## src/core/cso_pkg.sv

```systemverilog
// Purpose: Shared constants and types for the capacitive sense oscillator control
// Assumes: 8-bit register port, one clock at 125 MHz
// Notes:   Offsets are register indices on the plain register port

package cso_pkg;

  // ------------------------------------------------------------------
  // Register port
  // ------------------------------------------------------------------
  localparam int unsigned ADDR_W = 3;
  localparam int unsigned DATA_W = 8;

  localparam logic [2:0] OFF_SENSE_CONTROL_A = 3'h0;
  localparam logic [2:0] OFF_SENSE_CONTROL_B = 3'h1;
  localparam logic [2:0] OFF_TIMER_B_CONTROL = 3'h2;
  localparam logic [2:0] OFF_TIMER_A_CONFIG  = 3'h3;
  localparam logic [2:0] OFF_TIMER_B_COUNT_L = 3'h4;
  localparam logic [2:0] OFF_TIMER_B_COUNT_H = 3'h5;

  // ------------------------------------------------------------------
  // Field positions
  // ------------------------------------------------------------------
  localparam int unsigned POS_UNIT_ENABLE   = 7;
  localparam int unsigned POS_REF_MODE      = 6;
  localparam int unsigned POS_RANGE_LO      = 2;
  localparam int unsigned POS_DIR_STATUS    = 1;
  localparam int unsigned POS_TA_EXT_SEL    = 0;
  localparam int unsigned POS_TB_SRC_LO     = 6;
  localparam int unsigned POS_TB_GATE_EN    = 1;
  localparam int unsigned POS_TB_ON         = 0;
  localparam int unsigned POS_TA_CLK_SRC    = 0;

  // ------------------------------------------------------------------
  // Encodings and reset values
  // ------------------------------------------------------------------
  localparam logic [1:0] RANGE_OFF_OR_NOISE = 2'h0;
  localparam logic [1:0] RANGE_LOW          = 2'h1;
  localparam logic [1:0] RANGE_MEDIUM       = 2'h2;
  localparam logic [1:0] RANGE_HIGH         = 2'h3;
  localparam logic [1:0] TB_SRC_SENSE_OSC   = 2'h3;

  localparam logic [3:0] CH_COUNT_SMALL = 4'h4;
  localparam logic [3:0] CH_COUNT_LARGE = 4'h8;
  localparam int unsigned NUM_PINS      = 8;
  localparam int unsigned TB_CNT_W      = 16;

  localparam logic [7:0] RST_CONTROL = 8'h00;
  localparam logic [3:0] RST_CHANNEL = 4'h0;
  localparam logic [1:0] RST_RANGE   = 2'h0;

  // Oscillator operating mode
  typedef enum logic [3:0] {
    CSO_OSC_OFF   = 4'b0001,
    CSO_OSC_NOISE = 4'b0010,
    CSO_OSC_RUN   = 4'b0100,
    CSO_OSC_IDLE  = 4'b1000
  } cso_osc_mode_t;

endpackage

```

## src/core/cso_timer_b.sv

```systemverilog
// Purpose: Second timer counting sensing oscillator edges
// Assumes: Edge and gate inputs already synchronous to ref_clk
// Notes:   Count is cleared by a register write

`timescale 1ns/1ps

module cso_timer_b (
  // Clock and reset
  input  wire logic                         ref_clk,
  input  wire logic                         rst_n,
  input  wire logic                         ce,
  // Control
  input  wire logic                         timer_b_on,
  input  wire logic                         timer_b_gate_enable,
  input  wire logic                         gate_level,
  input  wire logic                         count_clear,
  // Clock source
  input  wire logic                         osc_edge,
  // Result
  output logic      [cso_pkg::TB_CNT_W-1:0] count
);
  import cso_pkg::*;

  typedef struct packed {
    logic [TB_CNT_W-1:0] cnt;
  } cso_tb_state_t;

  cso_tb_state_t st_reg;
  cso_tb_state_t st_next;
  logic          run;

  always_comb begin
    st_next = st_reg;
    // Off, free running, or gated by the input
    run = timer_b_on && (!timer_b_gate_enable || gate_level);
    if (count_clear) begin
      st_next.cnt = '0;
    end else if (run && osc_edge) begin
      st_next.cnt = st_reg.cnt + 1'b1;
    end
  end

  always_ff @(posedge ref_clk or negedge rst_n) begin
    if (!rst_n) begin
      st_reg <= '0;
    end else if (ce) begin
      st_reg <= st_next;
    end
  end

  assign count = st_reg.cnt;

endmodule

```

## src/core/cso_ctrl.sv

```systemverilog
// Purpose: Control logic of the capacitive sense oscillator unit
// Assumes: Comparator and gate inputs are asynchronous pins
// Notes:   Registers reached over a plain strobe port, read data one cycle later
//
// How it works
// - Enable bit turns the sense unit on
// - Enabled unit drives mux to selected channel
// - Four inputs small variant, eight large
// - Readable status shows oscillator source or sink
// - Reference mode picks variable or fixed thresholds
// - Range field selects off/noise, low, medium, high
// - Noise mode removes pin currents, comparator stays
// - Ext select set, source clear feeds timer A
// - Timer B source 11 counts oscillator edges
// - Timer B off, free, or gated by input
//
// Design decisions made here: the placing of the registers and the strobed register port.

`timescale 1ns/1ps

module cso_ctrl #(
  parameter bit LARGE_PACKAGE = 1'b1
) (
  // Clock and reset
  input  wire logic                         ref_clk,
  input  wire logic                         rst_n,
  input  wire logic                         ce,
  // Register port
  input  wire logic [cso_pkg::ADDR_W-1:0]   reg_addr,
  input  wire logic [cso_pkg::DATA_W-1:0]   reg_wdata,
  input  wire logic                         reg_wr,
  input  wire logic                         reg_rd,
  output logic      [cso_pkg::DATA_W-1:0]   reg_rdata,
  // Analog oscillator front end
  input  wire logic                         osc_comparator,
  output logic                              osc_enable,
  output logic                              pin_current_enable,
  output logic                              ref_variable_select,
  output logic      [1:0]                   current_range_out,
  output logic      [cso_pkg::NUM_PINS-1:0] sense_pin_select,
  // Timers
  input  wire logic                         timer_b_gate_pin,
  output logic                              timer_a_osc_tick,
  output logic                              timer_b_osc_tick
);
  import cso_pkg::*;

  // ------------------------------------------------------------------
  // State
  // ------------------------------------------------------------------
  typedef struct packed {
    logic                sense_unit_enable;
    logic                reference_mode_select;
    logic [1:0]          current_range_field;
    logic                timer_a_ext_source_select;
    logic [3:0]          sense_channel_select;
    logic [1:0]          timer_b_clock_source;
    logic                timer_b_gate_enable;
    logic                timer_b_on;
    logic                timer_a_clock_source;
    logic [1:0]          cmp_sync;
    logic                cmp_prev;
    logic [1:0]          gate_sync;
    logic                osc_direction_status;
    logic [DATA_W-1:0]   rdata;
    logic                osc_en;
    logic                drive_en;
    logic                ref_var;
    logic [1:0]          range_out;
    logic [NUM_PINS-1:0] pin_sel;
    logic                ta_tick;
    logic                tb_tick;
    logic                tb_clear;
  } cso_state_t;

  cso_state_t          st_reg;
  cso_state_t          st_next;
  cso_osc_mode_t       osc_mode;
  logic                osc_edge;
  logic                edge_allowed;
  logic [TB_CNT_W-1:0] tb_count;

  // ------------------------------------------------------------------
  // Reset value of every state field
  // ------------------------------------------------------------------
  // Register fields come up at their reset codes, pipeline stages come up idle
  localparam cso_state_t ST_RESET = '{
    sense_unit_enable:         RST_CONTROL[POS_UNIT_ENABLE],
    reference_mode_select:     RST_CONTROL[POS_REF_MODE],
    current_range_field:       RST_RANGE,
    timer_a_ext_source_select: RST_CONTROL[POS_TA_EXT_SEL],
    sense_channel_select:      RST_CHANNEL,
    timer_b_clock_source:      RST_CONTROL[POS_TB_SRC_LO +: 2],
    timer_b_gate_enable:       RST_CONTROL[POS_TB_GATE_EN],
    timer_b_on:                RST_CONTROL[POS_TB_ON],
    timer_a_clock_source:      RST_CONTROL[POS_TA_CLK_SRC],
    cmp_sync:                  2'h0,
    cmp_prev:                  1'b0,
    gate_sync:                 2'h0,
    osc_direction_status:      1'b0,
    rdata:                     '0,
    osc_en:                    1'b0,
    drive_en:                  1'b0,
    ref_var:                   RST_CONTROL[POS_REF_MODE],
    range_out:                 RST_RANGE,
    pin_sel:                   '0,
    ta_tick:                   1'b0,
    tb_tick:                   1'b0,
    tb_clear:                  1'b0
  };

  // ------------------------------------------------------------------
  // Helpers
  // ------------------------------------------------------------------
  // Channel code decode; unimplemented or reserved codes select nothing
  function automatic logic [NUM_PINS-1:0] ch_decode(input logic       en,
                                                    input logic [3:0] ch);
    logic [3:0]          limit;
    logic [NUM_PINS-1:0] sel;
    limit = LARGE_PACKAGE ? CH_COUNT_LARGE : CH_COUNT_SMALL;
    sel   = '0;
    if (en && (ch < limit)) begin
      sel[ch[2:0]] = 1'b1;
    end
    return sel;
  endfunction

  function automatic cso_osc_mode_t mode_decode(input logic       en,
                                                input logic       rm,
                                                input logic [1:0] rng);
    cso_osc_mode_t m;
    if (!en) begin
      m = CSO_OSC_IDLE;
    end else if (rng != RANGE_OFF_OR_NOISE) begin
      m = CSO_OSC_RUN;
    end else if (rm) begin
      m = CSO_OSC_NOISE;
    end else begin
      m = CSO_OSC_OFF;
    end
    return m;
  endfunction

  // ------------------------------------------------------------------
  // Next state
  // ------------------------------------------------------------------
  always_comb begin
    st_next = st_reg;

    // Pin synchronisers
    st_next.cmp_sync  = {st_reg.cmp_sync[0], osc_comparator};
    st_next.gate_sync = {st_reg.gate_sync[0], timer_b_gate_pin};
    st_next.cmp_prev  = st_reg.cmp_sync[1];

    // Register writes
    st_next.tb_clear = 1'b0;
    if (reg_wr) begin
      case (reg_addr)
        OFF_SENSE_CONTROL_A: begin
          st_next.sense_unit_enable         = reg_wdata[POS_UNIT_ENABLE];
          st_next.reference_mode_select     = reg_wdata[POS_REF_MODE];
          st_next.current_range_field       = reg_wdata[POS_RANGE_LO +: 2];
          st_next.timer_a_ext_source_select = reg_wdata[POS_TA_EXT_SEL];
        end
        OFF_SENSE_CONTROL_B: begin
          st_next.sense_channel_select = reg_wdata[3:0];
        end
        OFF_TIMER_B_CONTROL: begin
          st_next.timer_b_clock_source = reg_wdata[POS_TB_SRC_LO +: 2];
          st_next.timer_b_gate_enable  = reg_wdata[POS_TB_GATE_EN];
          st_next.timer_b_on           = reg_wdata[POS_TB_ON];
        end
        OFF_TIMER_A_CONFIG: begin
          st_next.timer_a_clock_source = reg_wdata[POS_TA_CLK_SRC];
        end
        OFF_TIMER_B_COUNT_L, OFF_TIMER_B_COUNT_H: begin
          st_next.tb_clear = 1'b1;
        end
        default: begin
        end
      endcase
    end

    // Register reads, data valid only in the following cycle
    st_next.rdata = '0;
    if (reg_rd) begin
      case (reg_addr)
        OFF_SENSE_CONTROL_A: begin
          st_next.rdata[POS_UNIT_ENABLE]    = st_reg.sense_unit_enable;
          st_next.rdata[POS_REF_MODE]       = st_reg.reference_mode_select;
          st_next.rdata[POS_RANGE_LO +: 2]  = st_reg.current_range_field;
          st_next.rdata[POS_DIR_STATUS]     = st_reg.osc_direction_status;
          st_next.rdata[POS_TA_EXT_SEL]     = st_reg.timer_a_ext_source_select;
        end
        OFF_SENSE_CONTROL_B: begin
          st_next.rdata[3:0] = st_reg.sense_channel_select;
        end
        OFF_TIMER_B_CONTROL: begin
          st_next.rdata[POS_TB_SRC_LO +: 2] = st_reg.timer_b_clock_source;
          st_next.rdata[POS_TB_GATE_EN]     = st_reg.timer_b_gate_enable;
          st_next.rdata[POS_TB_ON]          = st_reg.timer_b_on;
        end
        OFF_TIMER_A_CONFIG: begin
          st_next.rdata[POS_TA_CLK_SRC] = st_reg.timer_a_clock_source;
        end
        OFF_TIMER_B_COUNT_L: begin
          st_next.rdata = tb_count[7:0];
        end
        OFF_TIMER_B_COUNT_H: begin
          st_next.rdata = tb_count[15:8];
        end
        default: begin
          st_next.rdata = '0;
        end
      endcase
    end

    // Oscillator front end controls
    st_next.pin_sel   = ch_decode(st_reg.sense_unit_enable,
                                  st_reg.sense_channel_select);
    st_next.ref_var   = st_reg.reference_mode_select;
    st_next.range_out = st_reg.current_range_field;
    case (osc_mode)
      CSO_OSC_RUN: begin
        st_next.osc_en   = 1'b1;
        st_next.drive_en = 1'b1;
      end
      CSO_OSC_NOISE: begin
        st_next.osc_en   = 1'b1;
        st_next.drive_en = 1'b0;
      end
      CSO_OSC_OFF, CSO_OSC_IDLE: begin
        st_next.osc_en   = 1'b0;
        st_next.drive_en = 1'b0;
      end
      default: begin
        st_next.osc_en   = 1'b0;
        st_next.drive_en = 1'b0;
      end
    endcase

    // Direction status: comparator high means sourcing current
    st_next.osc_direction_status = st_reg.cmp_sync[1] && st_reg.sense_unit_enable;

    // Timer clock routing
    st_next.ta_tick = edge_allowed && st_reg.timer_a_ext_source_select &&
                      !st_reg.timer_a_clock_source;
    st_next.tb_tick = edge_allowed &&
                      (st_reg.timer_b_clock_source == TB_SRC_SENSE_OSC);
  end

  // Edges of the oscillator, suppressed when disabled or switched off
  assign osc_mode     = mode_decode(st_reg.sense_unit_enable,
                                    st_reg.reference_mode_select,
                                    st_reg.current_range_field);
  assign osc_edge     = st_reg.cmp_sync[1] && !st_reg.cmp_prev;
  assign edge_allowed = osc_edge &&
                        ((osc_mode == CSO_OSC_RUN) || (osc_mode == CSO_OSC_NOISE));

  // ------------------------------------------------------------------
  // Registers
  // ------------------------------------------------------------------
  // Synchronisers freeze with ce too, so a frozen block sees no pin edges
  always_ff @(posedge ref_clk or negedge rst_n) begin
    if (!rst_n) begin
      st_reg <= ST_RESET;
    end else if (ce) begin
      st_reg <= st_next;
    end
  end

  // ------------------------------------------------------------------
  // Second timer
  // ------------------------------------------------------------------
  // Clear and tick both reach the timer one cycle after their cause
  cso_timer_b u_timer_b (
    .ref_clk             (ref_clk),
    .rst_n               (rst_n),
    .ce                  (ce),
    .timer_b_on          (st_reg.timer_b_on),
    .timer_b_gate_enable (st_reg.timer_b_gate_enable),
    .gate_level          (st_reg.gate_sync[1]),
    .count_clear         (st_reg.tb_clear),
    .osc_edge            (st_reg.tb_tick),
    .count               (tb_count)
  );

  // ------------------------------------------------------------------
  // Outputs
  // ------------------------------------------------------------------
  assign reg_rdata           = st_reg.rdata;
  assign osc_enable          = st_reg.osc_en;
  assign pin_current_enable  = st_reg.drive_en;
  assign ref_variable_select = st_reg.ref_var;
  assign current_range_out   = st_reg.range_out;
  assign sense_pin_select    = st_reg.pin_sel;
  assign timer_a_osc_tick    = st_reg.ta_tick;
  assign timer_b_osc_tick    = st_reg.tb_tick;

endmodule

```

## config.mk

```make
export PLATFORM = sky130hd
export DESIGN_NAME = cso_ctrl
export DESIGN_NICKNAME = d
export VERILOG_FILES = /design/src/core/cso_pkg.sv /design/src/core/cso_timer_b.sv /design/src/core/cso_ctrl.sv
export SDC_FILE = /design/constraint.sdc
export NUM_CORES = 1
export LEC_CHECK = 0
export BUFFER_PORTS_ARGS = -buffer_cell sky130_fd_sc_hd__buf_2
export CAP_MARGIN = 20
export CORE_MARGIN = 10
export CORE_UTILIZATION = 40
export DETAILED_ROUTE_END_ITERATION = 12
export GPL_ROUTABILITY_DRIVEN = 0
export PLACE_DENSITY = 0.61
export SLEW_MARGIN = 5
export SYNTH_ARGS = -nofsm -noshare
export SYNTH_HDL_FRONTEND = slang
export SYNTH_SLANG_ARGS = --single-unit
```

## constraint.sdc

```tcl
create_clock -name ref_clk -period 2.1 [get_ports ref_clk]
set_input_delay 0.105 -clock ref_clk [delete_from_list [all_inputs] [get_ports ref_clk]]
set_output_delay 0.105 -clock ref_clk [all_outputs]
set_load 0.005 [all_outputs]
```

==> results.md, run 1 <==
* Status: completed
* Worst EP required at 2.36 ns
* Die height at 107 um
* Ranking of synthesized cells by area: dfrtp_1, mux2_2, buf_4
* Post-synth top cells: dfrtp_1, mux2_2, buf_4, nand2_1, o31ai_1
* Slew @ Worst Pin at 0.553 ns
* Tot Pwr at 2.89 mW
* Vias per cell at 5.43
* Sw Ratio at 30.6%
* FFs w/ async S/R, synth at 100%
* PostCTS Resize Cnt at 0
* Drt drc at 0
* Non-filler instance count after layout at 400
* Largest net degree at the start of global routing at 28
* FMAX at 592 MHz
* Sequential power share at 52.6%
* Finished Core Util at 46.2%
* Worst skew pair latency at 0.34 ns
* Synthesized area at 3050 um2
* CP Data Arrival Time at 1.95 ns
* Hold Fails Final Rpt at 0
* Final setup fails at 0
* Leak pwr at 1.47 nW
* Synth Warn # at 0
* Syn_nets at 292
* Netlist cell types at 43
* Vias in the first global route at 2087
* Comb pwr share at 17.5%
* Worst hold slack at 0.00954 ns
* P_int at 2.00 mW
* VDD IR max at 363 uV
* Drt wl/cell at 17.5 um
* Initial antenna violation count at 0
* DP Wirelength at 4980 um
* Root buffer cell: clkbuf_8
* Syn-to-layout area delta at 11.1%
* Routed Antenna Nets at 0
* All-Layer GR Usage at 12.5%
* RSZ-0062 raised after global routing: no
* Slew HR at 63.1%
* Crit path buffers/inverters at 0
* Ant diodes at 0
* Clock tree buffer depth at 2
* Final TNS setup at 0 ns
* Critical Path Fanout Max at 8
* CTS tree: yes
* Placed Area at 3210 um2
* Via Count at 2173
* Max H-tree Level at 3
* CP delay by family, top: simple AND/OR/NAND/NOR gates
* Crit-path cells: and4_1 > nand4_1 > or4_1 > a21oi_1
* DR pass1 iterations at 4
* Sequential share of the synthesized area at 49.3%
* Area of the die at 11500 um2
* Max_cap viols at 0
* Worst hold path class: in -> reg
* I/O Pins at 41
* Net Sw Power at 0.884 mW
* Post-layout min period at 1.69 ns
* Yosys reg bits at 60
* Reg clk slew, reported paths at 0.07 ns
* Largest register FFs at 16
* Dominant cell type by area after synthesis: dfrtp_1
* Predominant post-synthesis flop cell: dfrtp_1
* PortBufs at 38
* Setup repair bufs after CTS at 0
* Post-synth top area share at 49.3%
* Core Region at 7330 um2
* Dpl cells at 383
* Critical Path Max Stage Delay at 0.46 ns
* Clk pwr share at 29.9%
* Max Slew Vio Count at 0
* Initial Utilization at 41.6%
* Row count at 31
* Post-synth EDFFs at 0
* Total length of routed wires at 7010 um
* 1st-iter DRT viols at 124
* Layout cells sized above 1 at 29.6%
* Slowest stage cell, crit path: dfrtp_1
* Final worst setup slack at 0.410 ns
* Critical path class: reg -> reg
* Setup Skew at 0.0100 ns
* Crit. End Element: flip-flop
* Most common cell in the synthesized netlist: dfrtp_1
* Cell count after synthesis at 273
* Clock Sink Count at 60
* Num CTS Buffers at 9
* Die width at 107 um
* Crit start category: flip-flop
* Final global-route overflow total at 0
* Pre-CTS setup slack at 0.423 ns
* Final nets at 316
* First-pass GRT wire length at 11300 um
* Pwr dens at 853 nW/um2
* CTS Hold Bufs at 2
* Fin crit share at 80.5%
* Syn Area/Cell at 11.2 um2
* Post-route design area at 3390 um2
==> final timing paths <==
path                       slack (ns)                start  depth (start not counted)                   to
max                              0.41   u_timer_b.count[2]                          4  u_timer_b.count[15]
min                              0.01     timer_b_gate_pin                          2          st_next[26]
max reg2reg                      0.41   u_timer_b.count[2]                          4  u_timer_b.count[15]
min reg2reg                      0.48  sense_pin_select[2]                          1  sense_pin_select[2]
max in group asynchronous        1.14                rst_n                          3     timer_b_osc_tick
min in group asynchronous        0.28                rst_n                          2          st_next[29]
==> layout make-up <==
| class | count | area [um2] |
|---|---|---|
| repair buffers | 47 | 275 |
| clock buffers | 10 | 128 |
| fillers | 703 | 3940 |
| well taps | 99 | 124 |
| multi-input cells | 169 | 1290 |
| flip-flops and latches | 60 | 1500 |
| inverters | 10 | 37.5 |
| clock inverters | 5 | 30.0 |
==> power groups by stage <==
| stage | Combinational, mW | Clock, mW | Sequential (mW) |
|---|---|---|---|
| 3_5_place_dp | 0.504 | 0 | 1.54 |
| 2_1_floorplan | 0.412 | 0 | 1.47 |
| 5_1_grt | 0.564 | 0.945 | 1.55 |
| 3_3_place_gp | 0.494 | 0 | 1.53 |
| 4_1_cts | 0.511 | 0.892 | 1.52 |
| 6_report | 0.504 | 0.865 | 1.52 |
==> placed cells by master, fill, tap and decap left out, drive strengths merged, types with 4 or more instances in the layout <==
master / count
dfrtp: 60
a21oi: 8
a31oi: 5
clkbuf: 10
nand4: 4
o2bb2ai: 10
inv: 10
o41ai: 4
nor2: 7
nand2: 17
nand2b: 8
o21ai: 12
mux2: 24
nand3: 8
o31ai: 16
or4: 5
buf: 45
mux2i: 9
==> per-layer routing <==
metal  track usage (%)  vias up  routed length [um]
li1                  -     1047                   -
met1              16.8     1061                3370
met2              17.8       58                3070
met3              4.37        7                 456
met4              4.93        0                 108
met5                 0        -                   0
==> worst reg2reg max path: cells and delay by family, from the launching register on <==
| family | cells | cell delay [ns] |
|---|---|---|
| AOI/OAI and AO/OA | 1 | 0.15 |
| DFF | 1 | 0.46 |
| and+or+nand+nor | 3 | 1.00 |
==> cells by family after synthesis <==
kind of cell / synth area share, %
buffers and inverters: 8.37
AOI/OAI and AO/OA: 15.0
and+or+nand+nor: 13.5
adders and majority gates: 0.410
muxes: 13.4
DFF: 49.3
(Power assumes the default switching activity.)
==> run 2: changes to the inputs <==
==> constraint.sdc (replaced) <==
create_clock -name ref_clk -period 1.7 [get_ports ref_clk]
set_input_delay 0.085 -clock ref_clk [delete_from_list [all_inputs] [get_ports ref_clk]]
set_output_delay 0.085 -clock ref_clk [all_outputs]
set_load 0.005 [all_outputs]
==> results.md, run 2 (same netlist as run 1, synthesis figures left out) <==
* Status: completed (unchanged)
* FMAX at 634 MHz (was 592 MHz)
* Hold Fails Final Rpt at 0 (unchanged)
* Vias in the first global route at 2229 (was 2087)
* Fill count at 712 (was 703)
* Largest register FFs at 16 (unchanged)
* RSZ-0062 raised after global routing: no (unchanged)
* CP Data Arrival Time at 1.84 ns (was 1.95 ns)
* Ant diodes at 0 (unchanged)
* Routed Antenna Nets at 0 (unchanged)
* I/O Pins at 41 (unchanged)
* Critical path class: reg -> reg (unchanged)
* Via Count at 2241 (was 2173)
* Row count at 31 (unchanged)
* Max H-tree Level at 3 (unchanged)
* Clock tree buffer depth at 2 (unchanged)
* Crit-path cells: nand2b_1 > a31oi_1 > buf_4 > buf_4 > or4_1 > a21oi_1 (was and4_1 > nand4_1 > or4_1 > a21oi_1)
* Dpl cells at 390 (was 383)
* Root buffer cell: clkbuf_8 (unchanged)
* Layout cells sized above 1 at 31.3% (was 29.6%)
* Initial Utilization at 41.6% (unchanged)
* Die height at 107 um (unchanged)
* Slew @ Worst Pin at 0.518 ns (was 0.553 ns)
* Pwr dens at 1120 nW/um2 (was 853 nW/um2)
* Non-filler instance count after layout at 412 (was 400)
* Final TNS setup at 0 ns (unchanged)
* Final global-route overflow total at 0 (unchanged)
* Final worst setup slack at 0.122 ns (was 0.410 ns)
* PortBufs at 38 (unchanged)
* Area of the die at 11500 um2 (unchanged)
* Pre-CTS setup slack at 0.122 ns (was 0.423 ns)
* Sw Ratio at 27.5% (was 30.6%)
* Worst hold path class: in -> reg (unchanged)
* Die width at 107 um (unchanged)
* Slew HR at 65.0% (was 63.1%)
* Max_cap viols at 0 (unchanged)
* Critical Path Fanout Max at 12 (was 8)
* CTS tree: yes (unchanged)
* Clk pwr share at 35.8% (was 29.9%)
* Total length of routed wires at 6990 um (was 7010 um)
* Syn-to-layout area delta at 16.3% (was 11.1%)
* Clock Sink Count at 60 (unchanged)
* Setup Skew at 0.0105 ns (was 0.0100 ns)
* Crit start category: flip-flop (unchanged)
* Post-layout min period at 1.58 ns (was 1.69 ns)
* DP Wirelength at 5000 um (was 4980 um)
* VDD IR max at 363 uV (about the same)
* Finished Core Util at 48.3% (was 46.2%)
* Sequential power share at 46.8% (was 52.6%)
* Num CTS Buffers at 9 (unchanged)
* Internal reg-to-reg setup slack at 0.12 ns (was 0.41 ns)
* Drt wl/cell at 17.0 um (was 17.5 um)
* P_int at 2.87 mW (was 2.00 mW)
* Vias per cell at 5.44 (was 5.43)
* Leak pwr at 1.54 nW (was 1.47 nW)
* Fin crit share at 92.8% (was 80.5%)
* Worst hold slack at 0.0121 ns (was 0.00954 ns)
* Commonest non-fill, non-tap cell in the layout: dfrtp_1 (unchanged)
* DR pass1 iterations at 4 (unchanged)
* All-Layer GR Usage at 13.0% (was 12.5%)
* Drt drc at 0 (unchanged)
* Post-route design area at 3540 um2 (was 3390 um2)
* Most used cell, CP: buf_4
* Tot Pwr at 3.95 mW (was 2.89 mW)
* Final nets at 327 (was 316)
* Critical Path Max Stage Delay at 0.50 ns (was 0.46 ns)
* Reg clk slew, reported paths at 0.07 ns (about the same)
* Largest net degree at the start of global routing at 61 (was 28)
* Crit. End Element: flip-flop (unchanged)
* First-pass GRT wire length at 11900 um (was 11300 um)
* Setup repair bufs after CTS at 0 (unchanged)
* Worst skew pair latency at 0.34 ns (about the same)
* Worst EP required at 1.96 ns (was 2.36 ns)
* Core Region at 7330 um2 (unchanged)
* Commonest non-fill, non-tap cells in the layout: dfrtp_1, buf_2, mux2_2 (unchanged)
* Placed Area at 3260 um2 (was 3210 um2)
* 1st-iter DRT viols at 106 (was 124)
* Comb pwr share at 17.4% (was 17.5%)
* Slowest stage cell, crit path: or4_1 (was dfrtp_1)
* Final setup fails at 0 (unchanged)
* Max Slew Vio Count at 0 (unchanged)
* Initial antenna violation count at 0 (unchanged)
* Net Sw Power at 1.09 mW (was 0.884 mW)
## run 2: cell types whose count changed in the layout (fill, tap and decap cells not counted), moves of 2 or more
cell           before  now
dlygate4sd3_1       2    6
buf_4               6   13
clkinv_2            3    1
bufinv_16           0    2
## run 2: cell type report
| class | count | area, um2 | share of cell area, % |
|---|---|---|---|
| Sequential cell | 60 | 1500 | 42.4 |
| Multi-Input combinational cell | 169 | 1290 | 36.5 |
| Timing Repair Buffer | 58 | 368 | 10.4 |
| Clock buffer | 12 | 145 | 4.10 |
| Tap cell | 99 | 124 | 3.50 |
| Clock inverter | 4 | 72.6 | 2.05 |
| Inverter | 10 | 37.5 | 1.06 |
## run 2: worst max-delay path, delay by kind of cell (launching register included)
kind	cells	cell delay (ns)
AOI/OAI and AO/OA	2	0.23
buffers and inverters	2	0.34
DFF	1	0.37
and+or+nand+nor	2	0.57
## run 2: layer usage
metal	track usage [%]	routed length, um	vias to the layer above
met4	5.22	103	0
met5	0	0	-
met1	17.1	3230	1107
met2	19.5	3260	50
li1	-	-	1077
met3	3.77	409	7
## run 2: final timing paths
path | start | to | depth (start not counted)
setup / recovery | st_reg[32] | u_timer_b.count[10] | 6
hold / removal | reg_wdata[7] | st_reg[34] | 2
setup reg to reg | st_reg[32] | u_timer_b.count[10] | 6
hold reg to reg | reg_rdata[4] | reg_rdata[4] | 2
max in group asynchronous | rst_n | u_timer_b.count[5] | 3
min in group asynchronous | rst_n | st_next[29] | 3
## run 2: what timing repair did
item                                   CTS  global route
hold buffers                             6             0
gates resized for setup                  0             2
endpoints found under the hold margin   67             0
setup endpoints to repair                0             3
## run 2: power by group through the flow
stage                     logic [mW]  registers, mW  clock network (mW)
after floorplan                0.508           1.81                   0
after global placement         0.671           1.87                   0
after detailed placement       0.683           1.87                   0
after CTS                      0.697           1.85                1.44
after global routing           0.776           1.89                1.52
final                          0.688           1.85                1.41
==> run 3: changes to the inputs <==
--- a/config.mk
+++ b/config.mk
@@ -7,11 +7,12 @@
 export LEC_CHECK = 0
 export BUFFER_PORTS_ARGS = -buffer_cell sky130_fd_sc_hd__buf_2
 export CAP_MARGIN = 20
-export CORE_MARGIN = 10
+export CELL_PAD_IN_SITES_DETAIL_PLACEMENT = 1
+export CELL_PAD_IN_SITES_GLOBAL_PLACEMENT = 1
 export CORE_UTILIZATION = 40
 export DETAILED_ROUTE_END_ITERATION = 12
 export GPL_ROUTABILITY_DRIVEN = 0
-export PLACE_DENSITY = 0.61
+export PLACE_DENSITY = 0.73
 export SLEW_MARGIN = 5
 export SYNTH_ARGS = -nofsm -noshare
 export SYNTH_HDL_FRONTEND = slang
==> results.md, run 3 (same netlist as run 1, synthesis figures left out) <==
* Largest register FFs at 16 (unchanged)
* Routed Antenna Nets at 0 (unchanged)
* Reg-to-Reg Start: st_reg[26] (was st_reg[32])
* Final nets at 327 (unchanged)
* Dpl cells at 389 (was 390)
* Clock tree buffer depth at 2 (unchanged)
* All-Layer GR Usage at 21.5% (was 13.0%)
* Pre-CTS setup slack at 0.0340 ns (was 0.122 ns)
* Cell depth of the worst setup path at 6 (unchanged)
* Vias per cell at 5.48 (was 5.44)
* FMAX at 613 MHz (was 634 MHz)
* Worst reg2reg endpoint: u_timer_b.count[9] (was u_timer_b.count[10])
* First-pass GRT wire length at 12500 um (was 11900 um)
* Drt wl/cell at 18.2 um (was 17.0 um)
* P_int at 3.00 mW (was 2.87 mW)
* Leak pwr at 1.57 nW (was 1.54 nW)
* Clock Sink Count at 60 (unchanged)
* Row count at 31 (unchanged)
* Num CTS Buffers at 9 (unchanged)
* Setup repair bufs after CTS at 0 (unchanged)
* Max H-tree Level at 3 (unchanged)
* Max_cap viols at 0 (unchanged)
* Syn-to-layout area delta at 18.0% (was 16.3%)
* PortBufs at 38 (unchanged)
* CP Data Arrival Time at 1.89 ns (was 1.84 ns)
* Sequential power share at 44.4% (was 46.8%)
* Core Region at 7290 um2 (was 7330 um2)
* Slew HR at 61.1% (was 65.0%)
* Crit-path cells: nand2b_1 > a31oi_1 > buf_4 > buf_12 > or4_1 > a21oi_1 (was nand2b_1 > a31oi_1 > buf_4 > buf_4 > or4_1 > a21oi_1)
* Final global-route overflow total at 0 (unchanged)
* Worst skew pair latency at 0.35 ns (was 0.34 ns)
* Post-layout min period at 1.63 ns (was 1.58 ns)
* Slew @ Worst Pin at 0.576 ns (was 0.518 ns)
* Worst EP required at 1.96 ns (about the same)
* Die width at 89.3 um (was 107 um)
* DR pass1 iterations at 4 (unchanged)
* Initial Utilization at 41.8% (was 41.6%)
* Initial antenna violation count at 0 (unchanged)
* Pwr dens at 1170 nW/um2 (was 1120 nW/um2)
* Setup Skew at 0.0120 ns (was 0.0105 ns)
* Critical path class: reg -> reg (unchanged)
* Status: completed (unchanged)
* Commonest non-fill, non-tap cells in the layout: dfrtp_1, buf_2, mux2_2 (unchanged)
* Slowest stage cell, crit path: or4_1 (unchanged)
* Crit. End Element: flip-flop (unchanged)
* Crit start category: flip-flop (unchanged)
* VDD IR max at 467 uV (was 363 uV)
* CP delay by family, top: simple AND/OR/NAND/NOR gates (unchanged)
* Ant diodes at 0 (unchanged)
* Drt drc at 0 (unchanged)
* Root buffer cell: clkbuf_8 (unchanged)
* Post-route design area at 3600 um2 (was 3540 um2)
* Hold Fails Final Rpt at 0 (unchanged)
* Finished Core Util at 49.3% (was 48.3%)
* Die height at 89.3 um (was 107 um)
* Sw Ratio at 28.6% (was 27.5%)
* CTS tree: yes (unchanged)
* R2R depth at 6 (unchanged)
* Non-filler instance count after layout at 412 (unchanged)
* Commonest non-fill, non-tap cell in the layout: dfrtp_1 (unchanged)
* Net Sw Power at 1.20 mW (was 1.09 mW)
* Worst hold path class: in -> reg (unchanged)
* Crit path buffers/inverters at 2 (unchanged)
* Largest net degree at the start of global routing at 61 (unchanged)
* Reg clk slew, reported paths at 0.07 ns (about the same)
* Internal reg-to-reg setup slack at 0.07 ns (was 0.12 ns)
* Critical Path Max Stage Delay at 0.51 ns (was 0.50 ns)
* Via Count at 2259 (was 2241)
* Vias in the first global route at 2339 (was 2229)
* Fill count at 836 (was 712)
* Area of the die at 7970 um2 (was 11500 um2)
* 1st-iter DRT viols at 135 (was 106)
* Clk pwr share at 38.3% (was 35.8%)
* DP Wirelength at 5130 um (was 5000 um)
* Worst hold slack at 0.0308 ns (was 0.0121 ns)
* Placed Area at 3270 um2 (was 3260 um2)
* I/O Pins at 41 (unchanged)
* Layout cells sized above 1 at 31.9% (was 31.3%)
* Crit. Startpoint: st_reg[26] (was st_reg[32])
* Max Slew Vio Count at 0 (unchanged)
* Final setup fails at 0 (unchanged)
* Total length of routed wires at 7510 um (was 6990 um)
* RSZ-0062 raised after global routing: no (unchanged)
* Hold Path Stages at 3 (was 2)
* Fin crit share at 95.9% (was 92.8%)
* Critical Path Fanout Max at 15 (was 12)
* Final TNS setup at 0 ns (unchanged)
* Tot Pwr at 4.20 mW (was 3.95 mW)
* Critical Path End: u_timer_b.count[9] (was u_timer_b.count[10])
* Final worst setup slack at 0.0693 ns (was 0.122 ns)
* Comb pwr share at 17.4% (about the same)
run 3: worst register-to-register path: stages (launching register included):
cell and delay [ns]:
dfrtp_1 0.35, nand2b_1 0.11, a31oi_1 0.08, buf_4 0.19
buf_12 0.15, or4_1 0.51, a21oi_1 0.16
run 3: metal layers:
| metal | part of all wire, % | vias to the layer above | track usage (%) |
|---|---|---|---|
| li1 | - | 1072 | - |
| met1 | 48 | 1139 | 29.3 |
| met2 | 48 | 41 | 34.7 |
| met3 | 3.0 | 7 | 4.25 |
| met4 | 0.97 | 0 | 6.20 |
| met5 | 0 | - | 0 |
run 3: how the worst min path moves through the flow:
| stage | end | startpoint |
|---|---|---|
| global route | st_reg[36] | reg_wdata[1] |
| global placement | st_next[29] | rst_n |
| finish | reg_rdata[7] | reg_rd |
| CTS | reg_rdata[7] | reg_rd |
| floorplan | current_range_out[0] | rst_n |
| detailed placement | st_next[29] | rst_n |
run 3: final cells by class:
class	count	area, um2	area share [%]
flip-flops and latches	60	1500	41.8
multi-input cells	169	1300	36.2
repair buffers	58	383	10.6
clock buffers	9	124	3.44
clock inverters	7	124	3.44
well taps	99	124	3.44
inverters	10	37.5	1.04
run 3: what timing repair did:
action,in CTS,in global routing
hold endpoints to repair,70,0
hold buffers,7,0
gates resized for setup,0,4
setup endpoints to repair,0,5
run 3: power groups by stage:
stage,clock network [mW],logic (mW),registers [mW]
final,1.61,0.728,1.86
after floorplan,0,0.508,1.81
after global routing,1.72,0.815,1.89
after detailed placement,0,0.715,1.88
after global placement,0,0.685,1.87
after CTS,1.64,0.735,1.86
